## src/pwm_counter_regs.vh

```
`ifndef PWM_COUNTER_REGS_VH
`define PWM_COUNTER_REGS_VH
// Register byte addresses.
`define ADDR_CONTROL 12'h040
`define ADDR_ENABLE_MASK 12'h044
`define ADDR_RAW_STATUS 12'h048
`define ADDR_MASKED_STATUS 12'h04C
`define ADDR_LIMIT 12'h050
`define ADDR_COUNT 12'h054
`define ADDR_CMP_FIRST 12'h058
`define ADDR_CMP_SECOND 12'h05C
`define ADDR_SYNC_REQ 12'h000
// Control register fields.
`define CTL_MODE 1
`define CTL_LIMIT_UPD 3
`define CTL_FIRST_UPD 4
`define CTL_SECOND_UPD 5
`define CTL_WIDTH 6
// Event bit positions.
`define EV_ZERO 0
`define EV_LIMIT 1
`define EV_FIRST_UP 2
`define EV_FIRST_DOWN 3
`define EV_SECOND_UP 4
`define EV_SECOND_DOWN 5
`define EV_WIDTH 6
// Sync request register fields.
`define SYNC_LIMIT 0
`define SYNC_FIRST 1
`define SYNC_SECOND 2
`define VAL_RESET 16'h0000
`endif
```

## src/pwm_counter_compare_events.v

```verilog
// Notes on behaviour
// - Raw status latches every event regardless of mask.
// - Status bits: zero, limit, firstUp/Down, secondUp/Down.
// - Masked status shows only enabled latched events.
// - Writing one to masked status clears event.
// - Limit is 16-bit read/write, resets zero.
// - Count-down reloads limit after reaching zero.
// - Up/down counts to limit, then back down.
// - Immediate mode: new limit applies at zero.
// - Sync mode: limit applies at zero after request.
// - Rewriting pending value keeps only newest.
// - Counter value readable, 16-bit, resets zero.
// - Counter equal limit emits one-cycle pulse.
// - Counter equal zero emits one-cycle pulse.
// - Counter equal compare emits compare pulse.
// - Compare above limit never pulses.
// - Compare values 16-bit read/write, reset zero.
// - First compare uses its own update mode.
// - Second compare uses its own update mode.
// - Each event has enable; masked = raw and enable.
// - Mode zero counts down, one counts up/down.
// - Update bit zero immediate, one synchronous.
`include "pwm_counter_regs.vh"
`default_nettype none
module pwm_counter_compare_events #(
    parameter CW = 16
) (
    // Clock and reset.
    input wire CLK_SYS,
    input wire RESET_N,
    // APB slave.
    input wire PSEL,
    input wire PENABLE,
    input wire PWRITE,
    input wire [11:0] PADDR,
    input wire [31:0] PWDATA,
    output reg [31:0] PRDATA,
    output reg PREADY,
    output reg PSLVERR,
    // Event pulses and direction level to output action logic.
    output reg ZERO_PULSE,
    output reg LIMIT_PULSE,
    output reg FIRST_MATCH_PULSE,
    output reg SECOND_MATCH_PULSE,
    output reg COUNT_DIR_UP,
    // Masked event summary to the interrupt controller.
    output reg EVENT_IRQ
);
    reg [`CTL_WIDTH-1:0] control_reg;
    reg [`EV_WIDTH-1:0] enable_mask_reg;
    reg [`EV_WIDTH-1:0] raw_status_reg;
    reg [CW-1:0] limit_pend_reg;
    reg [CW-1:0] limit_act_reg;
    reg [CW-1:0] first_pend_reg;
    reg [CW-1:0] first_act_reg;
    reg [CW-1:0] second_pend_reg;
    reg [CW-1:0] second_act_reg;
    reg [2:0] sync_req_reg;
    reg [CW-1:0] count_reg;
    reg dir_up_reg;
    reg [CW-1:0] count_next;
    reg dir_up_next;
    reg [`EV_WIDTH-1:0] events;
    reg [31:0] rdata_next;
    reg [2:0] sync_req_next;
    reg [`EV_WIDTH-1:0] raw_next;
    wire wr;
    wire rd;
    wire at_zero;
    wire addr_ok;
    wire [`EV_WIDTH-1:0] masked_status;

    // Compare pulse: value must lie within the active limit.
    function cmp_hit;
        input [CW-1:0] cnt;
        input [CW-1:0] cmp;
        input [CW-1:0] lim;
        begin
            cmp_hit = (cnt == cmp) && (cmp <= lim);
        end
    endfunction

    assign wr = PSEL && PENABLE && PWRITE;
    assign rd = PSEL && !PWRITE;
    assign at_zero = (count_reg == `VAL_RESET);
    assign masked_status = raw_status_reg & enable_mask_reg;
    assign addr_ok = (PADDR == `ADDR_CONTROL) || (PADDR == `ADDR_ENABLE_MASK) ||
        (PADDR == `ADDR_RAW_STATUS) || (PADDR == `ADDR_MASKED_STATUS) ||
        (PADDR == `ADDR_LIMIT) || (PADDR == `ADDR_COUNT) ||
        (PADDR == `ADDR_CMP_FIRST) || (PADDR == `ADDR_CMP_SECOND) ||
        (PADDR == `ADDR_SYNC_REQ);

    // Counter step.
    always @* begin
        count_next = count_reg;
        dir_up_next = dir_up_reg;
        if (!control_reg[`CTL_MODE]) begin
            dir_up_next = 1'b0;
            if (at_zero) begin
                count_next = limit_act_reg;
            end else begin
                count_next = count_reg - 1'b1;
            end
        end else begin
            if (at_zero) begin
                if (limit_act_reg == `VAL_RESET) begin
                    dir_up_next = 1'b0;
                end else begin
                    dir_up_next = 1'b1;
                    count_next = count_reg + 1'b1;
                end
            end else if (dir_up_reg && count_reg < limit_act_reg) begin
                count_next = count_reg + 1'b1;
            end else begin
                dir_up_next = 1'b0;
                count_next = count_reg - 1'b1;
            end
        end
    end

    // Events seen this cycle, by bit position.
    always @* begin
        events = {`EV_WIDTH{1'b0}};
        events[`EV_ZERO] = at_zero;
        events[`EV_LIMIT] = (count_reg == limit_act_reg);
        events[`EV_FIRST_UP] = control_reg[`CTL_MODE] && dir_up_reg &&
            cmp_hit(count_reg, first_act_reg, limit_act_reg);
        events[`EV_FIRST_DOWN] = !(control_reg[`CTL_MODE] && dir_up_reg) &&
            cmp_hit(count_reg, first_act_reg, limit_act_reg);
        events[`EV_SECOND_UP] = control_reg[`CTL_MODE] && dir_up_reg &&
            cmp_hit(count_reg, second_act_reg, limit_act_reg);
        events[`EV_SECOND_DOWN] = !(control_reg[`CTL_MODE] && dir_up_reg) &&
            cmp_hit(count_reg, second_act_reg, limit_act_reg);
    end

    // Raw status: events set, W1C clears, set wins.
    always @* begin
        raw_next = raw_status_reg;
        if (wr && PADDR == `ADDR_MASKED_STATUS) begin
            raw_next = raw_next & ~PWDATA[`EV_WIDTH-1:0];
        end
        raw_next = raw_next | events;
    end

    // Sync requests: held until the next zero consumes them.
    always @* begin
        sync_req_next = sync_req_reg;
        if (at_zero) begin
            sync_req_next = 3'h0;
        end
        if (wr && PADDR == `ADDR_SYNC_REQ) begin
            sync_req_next = sync_req_next | PWDATA[2:0];
        end
    end

    // Read mux.
    always @* begin
        rdata_next = 32'h00000000;
        case (PADDR)
            `ADDR_CONTROL: rdata_next[`CTL_WIDTH-1:0] = control_reg;
            `ADDR_ENABLE_MASK: rdata_next[`EV_WIDTH-1:0] = enable_mask_reg;
            `ADDR_RAW_STATUS: rdata_next[`EV_WIDTH-1:0] = raw_status_reg;
            `ADDR_MASKED_STATUS: rdata_next[`EV_WIDTH-1:0] = masked_status;
            `ADDR_LIMIT: rdata_next[CW-1:0] = limit_pend_reg;
            `ADDR_COUNT: rdata_next[CW-1:0] = count_reg;
            `ADDR_CMP_FIRST: rdata_next[CW-1:0] = first_pend_reg;
            `ADDR_CMP_SECOND: rdata_next[CW-1:0] = second_pend_reg;
            `ADDR_SYNC_REQ: rdata_next[2:0] = sync_req_reg;
            default: rdata_next = 32'h00000000;
        endcase
    end

    // Write strobes for the control, mask, limit and compare registers, taken in the access phase.
    wire wr_control;
    wire wr_mask;
    wire wr_limit;
    wire wr_first;
    wire wr_second;
    // Transfer of a pending value into its active copy.
    wire take_limit;
    wire take_first;
    wire take_second;

    // An active copy changes only while the counter sits at zero, so a
    // period never sees a limit or compare value change halfway through.
    function take_now;
        input upd_sync;
        input req;
        begin
            take_now = at_zero && (!upd_sync || req);
        end
    endfunction

    assign wr_control = wr && (PADDR == `ADDR_CONTROL);
    assign wr_mask = wr && (PADDR == `ADDR_ENABLE_MASK);
    assign wr_limit = wr && (PADDR == `ADDR_LIMIT);
    assign wr_first = wr && (PADDR == `ADDR_CMP_FIRST);
    assign wr_second = wr && (PADDR == `ADDR_CMP_SECOND);
    assign take_limit = take_now(control_reg[`CTL_LIMIT_UPD], sync_req_reg[`SYNC_LIMIT]);
    assign take_first = take_now(control_reg[`CTL_FIRST_UPD], sync_req_reg[`SYNC_FIRST]);
    assign take_second = take_now(control_reg[`CTL_SECOND_UPD], sync_req_reg[`SYNC_SECOND]);

    // Control bits: counting mode and the three update modes.
    always @(posedge CLK_SYS) begin
        if (!RESET_N) begin
            control_reg <= {`CTL_WIDTH{1'b0}};
        end else if (wr_control) begin
            control_reg <= PWDATA[`CTL_WIDTH-1:0];
        end
    end

    // Per-event enables toward the interrupt controller.
    always @(posedge CLK_SYS) begin
        if (!RESET_N) begin
            enable_mask_reg <= {`EV_WIDTH{1'b0}};
        end else if (wr_mask) begin
            enable_mask_reg <= PWDATA[`EV_WIDTH-1:0];
        end
    end

    // Pending limit: a rewrite before the transfer simply replaces it.
    always @(posedge CLK_SYS) begin
        if (!RESET_N) begin
            limit_pend_reg <= `VAL_RESET;
        end else if (wr_limit) begin
            limit_pend_reg <= PWDATA[CW-1:0];
        end
    end

    // Pending first compare value.
    always @(posedge CLK_SYS) begin
        if (!RESET_N) begin
            first_pend_reg <= `VAL_RESET;
        end else if (wr_first) begin
            first_pend_reg <= PWDATA[CW-1:0];
        end
    end

    // Pending second compare value.
    always @(posedge CLK_SYS) begin
        if (!RESET_N) begin
            second_pend_reg <= `VAL_RESET;
        end else if (wr_second) begin
            second_pend_reg <= PWDATA[CW-1:0];
        end
    end

    // Active limit, used by the counter and the comparators.
    always @(posedge CLK_SYS) begin
        if (!RESET_N) begin
            limit_act_reg <= `VAL_RESET;
        end else if (take_limit) begin
            limit_act_reg <= limit_pend_reg;
        end
    end

    // Active first compare value.
    always @(posedge CLK_SYS) begin
        if (!RESET_N) begin
            first_act_reg <= `VAL_RESET;
        end else if (take_first) begin
            first_act_reg <= first_pend_reg;
        end
    end

    // Active second compare value.
    always @(posedge CLK_SYS) begin
        if (!RESET_N) begin
            second_act_reg <= `VAL_RESET;
        end else if (take_second) begin
            second_act_reg <= second_pend_reg;
        end
    end

    // Counter and direction run on every clock.
    always @(posedge CLK_SYS) begin
        if (!RESET_N) begin
            count_reg <= `VAL_RESET;
            dir_up_reg <= 1'b0;
        end else begin
            count_reg <= count_next;
            dir_up_reg <= dir_up_next;
        end
    end

    // Latched events; an event in the same cycle as its clear stays set,
    // so software never loses an event that it has not yet seen.
    always @(posedge CLK_SYS) begin
        if (!RESET_N) begin
            raw_status_reg <= {`EV_WIDTH{1'b0}};
        end else begin
            raw_status_reg <= raw_next;
        end
    end

    // Synchronous update requests, held until the next counter zero.
    always @(posedge CLK_SYS) begin
        if (!RESET_N) begin
            sync_req_reg <= 3'h0;
        end else begin
            sync_req_reg <= sync_req_next;
        end
    end

    // No wait state: ready rises in the first access cycle and stands
    // one clock; the error flag rides with it for unmapped addresses.
    always @(posedge CLK_SYS) begin
        if (!RESET_N) begin
            PREADY <= 1'b0;
            PSLVERR <= 1'b0;
        end else begin
            PREADY <= PSEL && !PREADY;
            PSLVERR <= PSEL && !PREADY && !addr_ok;
        end
    end

    // Read data is captured while the address stands, ready for the ready cycle.
    always @(posedge CLK_SYS) begin
        if (!RESET_N) begin
            PRDATA <= 32'h00000000;
        end else if (rd) begin
            PRDATA <= rdata_next;
        end
    end

    // Zero and limit pulses, one clock behind the counter state.
    always @(posedge CLK_SYS) begin
        if (!RESET_N) begin
            ZERO_PULSE <= 1'b0;
            LIMIT_PULSE <= 1'b0;
        end else begin
            ZERO_PULSE <= events[`EV_ZERO];
            LIMIT_PULSE <= events[`EV_LIMIT];
        end
    end

    // Compare pulses merge both directions of each comparator.
    always @(posedge CLK_SYS) begin
        if (!RESET_N) begin
            FIRST_MATCH_PULSE <= 1'b0;
            SECOND_MATCH_PULSE <= 1'b0;
        end else begin
            FIRST_MATCH_PULSE <= events[`EV_FIRST_UP] | events[`EV_FIRST_DOWN];
            SECOND_MATCH_PULSE <= events[`EV_SECOND_UP] | events[`EV_SECOND_DOWN];
        end
    end

    // Direction level for the output action logic.
    always @(posedge CLK_SYS) begin
        if (!RESET_N) begin
            COUNT_DIR_UP <= 1'b0;
        end else begin
            COUNT_DIR_UP <= dir_up_reg;
        end
    end

    // Interrupt line follows the next latched state, so a clear drops it
    // in the same clock in which the status bit goes.
    always @(posedge CLK_SYS) begin
        if (!RESET_N) begin
            EVENT_IRQ <= 1'b0;
        end else begin
            EVENT_IRQ <= |(raw_next & enable_mask_reg);
        end
    end
endmodule // pwm_counter_compare_events
`default_nettype wire

```

## config.mk

```make
export PLATFORM = sky130hd
export DESIGN_NAME = pwm_counter_compare_events
export DESIGN_NICKNAME = d
export VERILOG_FILES = /design/src/pwm_counter_compare_events.v
export VERILOG_INCLUDE_DIRS = /design/src /design/src/src
export SDC_FILE = /design/constraint.sdc
export NUM_CORES = 1
export LEC_CHECK = 0
export BUFFER_PORTS_ARGS = -buffer_cell sky130_fd_sc_hd__buf_4
export CAP_MARGIN = 30
export CORE_ASPECT_RATIO = 1.1
export CORE_MARGIN = 10
export CORE_UTILIZATION = 25
export CTS_BUF_LIST = sky130_fd_sc_hd__clkbuf_8
export DETAILED_ROUTE_END_ITERATION = 10
export MAX_ROUTING_LAYER = met4
export PLACE_DENSITY = 0.38
export SYNTH_ARGS = -nofsm -noshare
export SYNTH_HDL_FRONTEND = slang
export SYNTH_SLANG_ARGS = --single-unit
```

## constraint.sdc

```tcl
create_clock -name CLK_SYS -period 2.8 [get_ports CLK_SYS]
set_input_delay 0.14 -clock CLK_SYS [delete_from_list [all_inputs] [get_ports CLK_SYS]]
set_output_delay 0.14 -clock CLK_SYS [all_outputs]
set_load 0.02 [all_outputs]
```

; Word level (Yosys, flattened, before mapping)
; Index checks and enable logic that the tools add are counted.
[word_totals]
out_inout_bits = 40
elab_cells = 107
ff_bits = 158
[op_classes]
eq_ne = 13
reduce_logical = 46
n_addsub = 2
n_lt_le_gt_ge = 3
muxes = 14
bitwise_logic = 8
[op_table]
columns = operator, n
row1 = $eq A12 B7 Y1 const B, 8
row2 = $mux W16, 5
row3 = $eq A16 B16 Y1, 3
row4 = $pmux W10 S4, 1
row5 = $le A16 B16 Y1, 2
row6 = $logic_not A16 Y1, 2
row7 = $pmux W3 S9, 1
row8 = $pmux W3 S8, 1
row9 = $logic_and A1 B1 Y1, 23
row10 = $and A6 B6 Y6, 3
row11 = $add A16 B1 Y16 const B, 1
row12 = $lt A16 B16 Y1, 1
row13 = $sub A16 B1 Y16 const B, 1
row14 = $logic_not A12 Y1, 1
row15 = $logic_or A1 B1 Y1, 11
row16 = $logic_not A1 Y1, 7
row17 = $mux W3, 2
row18 = $mux W6, 1
row19 = $not A6 Y6, 1
row20 = $or A6 B6 Y6, 1
row21 = $reduce_or A6 Y1, 1
row22 = $mux W1, 3
row23 = $ne A3 B3 Y1 const B, 1
row24 = $or A3 B3 Y3, 1
row25 = 3 further kinds, 4

; Depth between registers and ports, before layout
; Gate-level depths: netlist (run 1).
[logic_depth]
word_depth = 11
ltp_mapped = 11
mapped_depth_nobuf = 9

; Worst setup path after synthesis (run 1)
; OpenSTA, ideal clock, no wires.
[synth_timing]
kind = register to register
from = reg count_reg[0] (netlist: cmp_hit.cnt[0])
to = reg count_reg[13] (netlist: cmp_hit.cnt[13])
path_stages_with_launch = 12
synth_period_minus_slack_ps = 2341
path_slack_ps = 459
setup_ps = 122
arrival_ps = 2219
path_cell_list = dfxtp_1 > buf_2 > inv_1 > ha_1 > nor3b_1 > nand4_2 > or3_1 > buf_2 > nand2_4 > a2111oi_0 > a211oi_1 > nand2_1
[synth_between]
elab_chain_cells = 5
[synth_rtl]
columns = item, line
row1 = start: declaration, pwm_counter_compare_events.v:59  ; reg [CW-1:0] count_reg;
row2 = start signal: assignment, pwm_counter_compare_events.v:278  ; count_reg <= `VAL_RESET;
row3 = start signal: assignment, pwm_counter_compare_events.v:281  ; count_reg <= count_next;
row4 = $lt A16 B16 Y1, pwm_counter_compare_events.v:112  ; end else if (dir_up_reg && count_reg < limit_act_reg) begin
row5 = $logic_and A1 B1 Y1, pwm_counter_compare_events.v:112
row6 = $mux W16, pwm_counter_compare_events.v:112
row7 = $mux W16, pwm_counter_compare_events.v:105  ; if (at_zero) begin
row8 = $mux W16, pwm_counter_compare_events.v:97  ; if (!control_reg[`CTL_MODE]) begin
; Several ways; a longest one is shown, not always the timed one. The select of a mux whose other input is x is not followed.
; A chain may end at the register's enable or synchronous reset.

; Worst setup path in the final report (run 1)
[layout_timing]
from = reg limit_act_reg[14] (netlist: cmp_hit.lim[14])
to = reg count_reg[3] (netlist: cmp_hit.cnt[3])
[layout_between]
elab_chain_cells = 5
[layout_rtl]
columns = item, line
row1 = start: declaration, pwm_counter_compare_events.v:53  ; reg [CW-1:0] limit_act_reg;
row2 = start signal: assignment, pwm_counter_compare_events.v:251  ; limit_act_reg <= `VAL_RESET;
row3 = start signal: assignment, pwm_counter_compare_events.v:253  ; limit_act_reg <= limit_pend_reg;
row4 = $lt A16 B16 Y1, pwm_counter_compare_events.v:112
row5 = $logic_and A1 B1 Y1, pwm_counter_compare_events.v:112
row6 = $mux W16, pwm_counter_compare_events.v:112
row7 = $mux W16, pwm_counter_compare_events.v:105
row8 = $mux W16, pwm_counter_compare_events.v:97
; Several ways; a longest one is shown, not always the timed one.

==> results of run 1 <==
[layout by cell type (no fill, tap or decap), drive strengths merged, types with 17 or more instances in the layout]
| cell | count |
|---|---|
| a22oi | 31 |
| xnor2 | 24 |
| dfxtp | 158 |
| nor4 | 18 |
| buf | 111 |
| nor2 | 66 |
| dlygate4sd3 | 17 |
| a21oi | 149 |
| nand3 | 21 |
| nand4 | 28 |
| nor3 | 20 |
| o21ai | 26 |
| xor2 | 25 |
| ha | 50 |
| inv | 40 |
| nand2 | 230 |
| clkbuf | 17 |
[worst paths after layout]
| check | slack, ps | depth (start not counted) | endpoint | startpoint |
|---|---|---|---|---|
| setup reg to reg | 200 | 10 | cmp_hit.cnt[3] | cmp_hit.lim[14] |
| hold reg to reg | 460 | 1 | PREADY | PREADY |
| setup / recovery | 200 | 10 | cmp_hit.cnt[3] | cmp_hit.lim[14] |
| hold / removal | 50 | 2 | cmp_hit.cnt[12] | RESET_N |
[logic make-up (layout without fill, tap and decap cells)]
logic type / count (synthesis) / in the layout / synth area share (%)
simple gates: 431 / 431 / 23.64
compound gates: 280 / 280 / 19.76
flops: 158 / 158 / 36.62
buf+inv: 111 / 192 / 5.997
fa+ha+maj: 50 / 50 / 7.242
xor+xnor: 49 / 49 / 4.968
mux: 15 / 15 / 1.738
other cells: 1 / 17 / 0.04341
[timing repair]
action	4_1_cts	5_1_grt
hold endpoints to repair	59	0
setup endpoints to repair	0	4
hold buffers	17	0
gates resized for setup	0	2
[final cells by class]
class                   count  area, um2
diodes                      1      2.502
clock buffers              17      234.0
clock inverters            14      108.9
fillers                  3769      23960
inverters                  33      126.4
multi-input cells         841       5017
flip-flops and latches    158       3164
well taps                 438      548.0
repair buffers            128       1041
[power by group through the flow]
stage,clock network (mW),registers (mW),logic [mW]
after floorplan,0,2.51,1.50
after global placement,0,2.56,2.36
after detailed placement,0,2.55,2.34
after CTS,1.68,2.50,2.37
after global routing,1.77,2.52,2.59
final,1.62,2.50,2.35
[per-layer routing]
layer	routed length [um]	vias up	track usage, %
met5	0	-	-
met4	455	0	4.207
met3	1112	23	2.032
met2	15600	172	25.63
met1	15880	3888	21.19
li1	-	4014	-
==> impl_metrics.yaml, run 1 <==
place:
  dpl_cell_area_um2: 9722
  io_buffer_count: 56
  dp_hpwl_um: 25060
  placed_cells: 1581
  post-place-ws_ps: 143.1
  place.gp.congestion: 0.8612
die:
  rows: 71
  io_pins: 89
  coreArea_um2: 34200
  dieArea_um2: 42400
  dieWidth_um: 197.2
  die_h_um: 215.0
  initial_core_util_pct: 25.26
cts:
  cts_tree: "built"
  clock-sinks: 158
  clk_path_buf_depth: 2
  htree_levels: 4
  insertion_delay_ps: 480
  cts_setup_buffers: 0
  root_buffer: "clkbuf_8"
  clkTransAtPathRegs_ps: 100
  cts_made_buffers: 17
logic_synthesis:
  synth_top_area_cell: "dfxtp_1"
  async_reset_ff_share_pct: 0
  synthTopCellsByCount: "nand2_1 (229), dfxtp_1 (158), a21oi_1 (149), nor2_1 (66), ha_1 (50)"
  dominantRegCellSynth: "dfxtp_1"
  synthesis.instances: 1095
  yosysMostFrequentCell: "nand2_1"
  synth_edf_count: 0
  synth_cell_type_count: 70
  syn_avg_cell_area_um2: 7.889
  synthTopCellsByArea: "dfxtp_1 (37%), nand2_1 (10%), a21oi_1 (8.6%)"
  yosys_register_bits: 158
  yosysSeqAreaShare_pct: 36.62
  synth_warnings: 0
  syn_area_um2: 8638
  synth_top_area_share_pct: 36.62
sta:
  finalCriticalPeriod_ps: 2601
  finalSetupTns_ps: 0
  setup_ws_ps: 199.1
  finClkSkew_ps: 16.48
  finalSetupViolCount: 0
  maxSlewViolCount: 0
  worstMarginPinSlew_ps: 865.4
  post-route-period-util_pct: 92.89
  hold_viol: 0
  max_slew_margin_pct: 42.31
  whs_ps: 48.09
  fmax_mhz: 384.5
  grt_setup_unrepaired: "no"
power_and_ir_drop:
  switching_share_pct: 39.45
  power.density_nw_per_um2: 631.7
  p_leak_nw: 3.735
  total_power_mw: 6.471
  ir_drop_mv: 0.2810
  p_sw_mw: 2.553
  pwr-share-comb_pct: 36.3
  internal_power_mw: 3.918
  p_clk_share_pct: 25.0
  seq_power_share_pct: 38.6
run:
  drv_cap: 0
worst_setup_path:
  crit_arrival_ps: 3020
  worst_path_most_repeated_cell: "nand4_1"
  critPathBufInv: 2
  required_ps: 3220
  crit_path_start_kind: "register"
  path_cells: "inv_1 -> ha_1 -> nand4_1 -> or2_1 -> a211o_1 -> nand4_1 -> buf_4 -> a21oi_1 -> or3_1 -> nand3_1"
  cp-end-kind: "register"
  crit_path_max_fanout: 8
  critical_path_class: "register to register"
  crit_slowest_cell: "dfxtp_2"
  critPathMaxStageDelay_ps: 390
  path_delay_family: "simple AND/OR/NAND/NOR gates"
route:
  avgRoutedWirePerCell_um: 20.27
  first_pass_iters: 5
  routed_wirelength_um: 33050
  antenna_left: 0
  via_count: 8097
  drc: 0
  viasPerCell: 4.967
  drtIter0Drc: 572
finish:
  final_net_count: 1278
  fin_util_pct: 29.95
  area_growth_pct: 18.57
  drive_gt1_share_pct: 13.52
  stdcell_area_um2: 10240
  stdcell_count: 1630
global_routing:
  grt_first_pass_wirelength_um: 51230
  grt_max_degree: 77
  gr-total-overflow: 0
  antenna_found_initial: 1
  grtUsageTotal_pct: 16.14
  grt_pass1_vias: 8248
status:
  status: "finished, final reports clean"
worst_hold_path:
  hold_class: "input port to register"
No activity file was read; power rests on OpenSTA's default activity.
==> inputs of run 2 (changes only) <==
Settings changed: CORE_MARGIN 10 to 5, CORE_UTILIZATION 25 to 41, HOLD_SLACK_MARGIN from default to 0.1, PLACE_DENSITY 0.38 to 0.57.
==> impl_metrics.yaml, run 2 (synthesis results as in run 1) <==
die:
  initial_core_util_pct: 41.84
  dieArea_um2: 24070
  die_h_um: 162.2
  rows: 55
  dieWidth_um: 148.4
  io_pins: 89
  coreArea_um2: 20640
finish:
  area_growth_pct: 15.50
  stdcell_area_um2: 9977
  final_net_count: 1271
  mostFrequentLayoutCell: "nand2_1"
  n_antenna_cell: 0
  drive_gt1_share_pct: 12.91
  final_cell_mix: "nand2_1 (229), dfxtp_1 (158), a21oi_1 (149), buf_4 (102), nor2_1 (66)"
cts:
  root_buffer: "clkbuf_8"
  cts_made_buffers: 17
  cts_tree: "built"
  insertion_delay_ps: 480
  holdBufCountCts: 18
  cts_setup_buffers: 0
  cts_resized: 0
  clkTransAtPathRegs_ps: 100
  htree_levels: 4
  clock-sinks: 158
  clk_path_buf_depth: 2
worst_setup_path:
  critPathMaxStageDelay_ps: 400
  crit_path_start_kind: "register"
  r2r_start: "cmp_hit.lim[11]"
  r2r_slack_ps: 220
  cp-startpoint: "cmp_hit.lim[11]"
  crit_arrival_ps: 2950
  cp-endpoint: "cmp_hit.cnt[7]"
  cp.depth: 9
  required_ps: 3170
  r2r_cells: 9
  timing.rr.end: "cmp_hit.cnt[7]"
  path_cells: "inv_1 -> ha_1 -> nand4_1 -> or2_1 -> a211o_1 -> and4_1 -> a21oi_1 -> a22oi_1 -> o211a_1"
  crit_path_max_fanout: 7
  path_delay_family: "compound AO/OA/AOI/OAI gates"
  critPathBufInv: 1
  crit_slowest_cell: "dfxtp_1"
  cp-end-kind: "register"
  critical_path_class: "register to register"
global_routing:
  grt_max_degree: 110
  gr-total-overflow: 0
  grtUsageTotal_pct: 24.10
  grt_pass1_vias: 7811
  antenna_found_initial: 0
  grt_first_pass_wirelength_um: 44280
power_and_ir_drop:
  p_leak_nw: 3.719
  power.density_nw_per_um2: 645.9
  ir_drop_mv: 0.2969
  total_power_mw: 6.445
run:
  drv_cap: 0
sta:
  maxSlewViolCount: 0
  whs_ps: 131.5
  grt_setup_unrepaired: "no"
  finalCriticalPeriod_ps: 2579
  post-route-period-util_pct: 92.11
  finalSetupViolCount: 0
  fmax_mhz: 387.8
  finClkSkew_ps: 15.96
  worstMarginPinSlew_ps: 774.1
  setup_ws_ps: 221.0
  hold_viol: 0
  finalSetupTns_ps: 0
  max_slew_margin_pct: 48.39
route:
  antenna_left: 0
  viasPerCell: 5.712
  drc: 0
  first_pass_iters: 5
  drtIter0Drc: 646
  via_count: 8231
  routed_wirelength_um: 27970
  avgRoutedWirePerCell_um: 19.41
place:
  dpl_cell_area_um2: 9409
  post-place-ws_ps: 248.7
  place.gp.congestion: 0.9249
  dp_hpwl_um: 20710
  io_buffer_count: 56
worst_hold_path:
  hold_class: "input port to register"
status:
  status: "finished, final reports clean"
==> run 2: worst min path at each step <==
stage | cells past startpoint | slack, ps | end | startpoint
finish | 4 | 130 | PRDATA[2] | PWRITE
global route | 4 | 130 | sync_req_reg[2] | PADDR[6]
floorplan | 2 | 280 | first_pend_reg[0] | PWDATA[0]
detailed placement | 3 | 420 | second_pend_reg[15] | PWDATA[15]
CTS | 4 | 100 | PRDATA[0] | PWRITE
global placement | 3 | 410 | first_pend_reg[6] | PWDATA[6]
==> run 2: metrics by stage <==
step,cells,util [%]
CTS,1441,48.33
floorplan,1110,-
finish,1441,48.33
global placement,1391,45.58
global route,1441,48.33
detailed placement,1391,45.58
==> run 2: power breakdown <==
part	total [mW]	internal (mW)	switching (mW)	leakage, nW
logic	2.22	0.873	1.35	2.24
clock network	1.73	0.770	0.960	0.204
registers	2.49	2.37	0.128	1.28
total	6.44	4.01	2.44	3.72
==> run 2: final cells by class <==
class | instances | area, um2
fill | 2085 | 10670
timing repair buffer | 121 | 965.9
inverter | 33 | 126.4
multi-input combinational | 841 | 5014
sequential | 158 | 3163
tap | 256 | 320.3
clock inverter | 13 | 126.4
clock buffer | 19 | 261.5
==> run 2: worst min-delay path, stage by stage <==
cell and delay (ps):
buf_4 100, nor2b_1 110, o21ai_0 170, a21oi_1 40
==> run 2: per-layer routing <==
| layer | up-vias | track usage (%) | wire length, um |
|---|---|---|---|
| li1 | 4010 | - | - |
| met2 | 256 | 36.55 | 12740 |
| met4 | 0 | 7.770 | 703 |
| met1 | 3917 | 33.49 | 13180 |
| met3 | 48 | 3.069 | 1347 |
| met5 | - | - | 0 |
==> inputs of run 3 (changes only) <==
Settings changed: PLACE_DENSITY 0.57 to 0.71.
==> impl_metrics.yaml, run 3 (synthesis results as in run 1) <==
status:
  status: "finished, final reports clean"
worst_hold_path:
  whs_path_depth: 4
  hold_class: "input port to register"
  hp-start: "PWRITE"
  whs_endpoint: "PRDATA[2]"
global_routing:
  grt_max_degree: 102
  grtUsageTotal_pct: 22.70
  grt_first_pass_wirelength_um: 42310
  grt_pass1_vias: 7976
  antenna_found_initial: 0
  gr-total-overflow: 0
cts:
  clock-sinks: 158
  clkTransAtPathRegs_ps: 80
  insertion_delay_ps: 470
  cts_made_buffers: 17
  cts_setup_buffers: 0
  root_buffer: "clkbuf_8"
  clk_path_buf_depth: 2
  cts_tree: "built"
  holdBufCountCts: 19
  htree_levels: 4
  cts_resized: 0
sta:
  setup_ws_ps: 150.6
  maxSlewViolCount: 0
  finalSetupTns_ps: 0
  max_slew_margin_pct: 48.34
  finalCriticalPeriod_ps: 2649
  fmax_mhz: 377.4
  hold_viol: 0
  worstMarginPinSlew_ps: 774.8
  grt_setup_unrepaired: "no"
  finalSetupViolCount: 0
  post-route-period-util_pct: 94.62
  finClkSkew_ps: 15.30
  whs_ps: 156.3
run:
  drv_cap: 0
place:
  io_buffer_count: 56
  dp_hpwl_um: 19550
  place.gp.congestion: 0.9650
  placed_cells: 1393
  post-place-ws_ps: 199.7
  dpl_cell_area_um2: 9437
worst_setup_path:
  r2r_cells: 9
  required_ps: 3190
  r2r_slack_ps: 150
  crit_path_start_kind: "register"
  critical_path_class: "register to register"
  crit_path_max_fanout: 6
  timing.rr.end: "cmp_hit.cnt[9]"
  cp-end-kind: "register"
  r2r_start: "cmp_hit.lim[11]"
  crit_arrival_ps: 3040
die:
  coreArea_um2: 20640
  rows: 55
  initial_core_util_pct: 41.84
  dieWidth_um: 148.4
  io_pins: 89
  die_h_um: 162.2
  dieArea_um2: 24070
power_and_ir_drop:
  p_leak_nw: 3.716
  power.density_nw_per_um2: 639.8
  total_power_mw: 6.388
  seq_power_share_pct: 38.2
  pwr-share-comb_pct: 36.2
  switching_share_pct: 36.85
  ir_drop_mv: 0.3461
  internal_power_mw: 4.034
  p_clk_share_pct: 25.6
  p_sw_mw: 2.354
finish:
  final_net_count: 1274
  stdcell_area_um2: 9985
  n_antenna_cell: 0
  stdcell_count: 1441
  mostFrequentLayoutCell: "nand2_1"
  drive_gt1_share_pct: 12.74
  final_cell_mix: "nand2_1 (229), dfxtp_1 (158), a21oi_1 (149), buf_4 (103), nor2_1 (66)"
  area_growth_pct: 15.59
  fin_util_pct: 48.36
route:
  avgRoutedWirePerCell_um: 18.53
  first_pass_iters: 6
  drtIter0Drc: 756
  drc: 0
  routed_wirelength_um: 26700
  via_count: 8420
  antenna_left: 0
  viasPerCell: 5.843
-- run 3: layout make-up --
cell class	instances	area [um2]
inverters	33	126.4
fillers	1977	10660
well taps	256	320.3
clock buffers	17	234.0
repair buffers	124	1003
clock inverters	12	123.9
flip-flops and latches	158	3163
multi-input cells	841	5014
-- run 3: per-layer routing --
metal,global-route usage [%],vias up,part of all wire [%]
li1,-,4005,-
met1,28.99,3950,42
met2,36.28,392,47
met3,3.125,73,8.2
met4,9.366,0,3.3
met5,-,-,0
-- run 3: critical path: stages (launching register included) --
cell,delay [ps]
dfxtp_1,390
inv_1,110
ha_1,320
nand4_1,120
or2_1,300
a211o_1,330
nand4_1,320
a21oi_1,150
a221o_2,390
a21oi_1,150
-- run 3: power groups by stage --
stage	clock, mW	combinational (mW)	sequential (mW)
final	1.64	2.31	2.44
after floorplan	0	1.50	2.51
after global placement	0	2.21	2.49
after global routing	1.75	2.50	2.45
after detailed placement	0	2.25	2.49
after CTS	1.65	2.28	2.44
-- run 3: worst max path at each step --
stage	slack [ps]	from	to	cells past startpoint
6_report	150	cmp_hit.lim[11]	cmp_hit.cnt[9]	9
5_1_grt	5	cmp_hit.lim[9]	cmp_hit.cnt[5]	10
4_1_cts	180	cmp_hit.lim[11]	cmp_hit.cnt[9]	9
3_5_place_dp	200	cmp_hit.lim[14]	cmp_hit.cnt[9]	9
3_3_place_gp	210	cmp_hit.lim[11]	cmp_hit.cnt[9]	9
2_1_floorplan	460	cmp_hit.cnt[0]	cmp_hit.cnt[13]	11
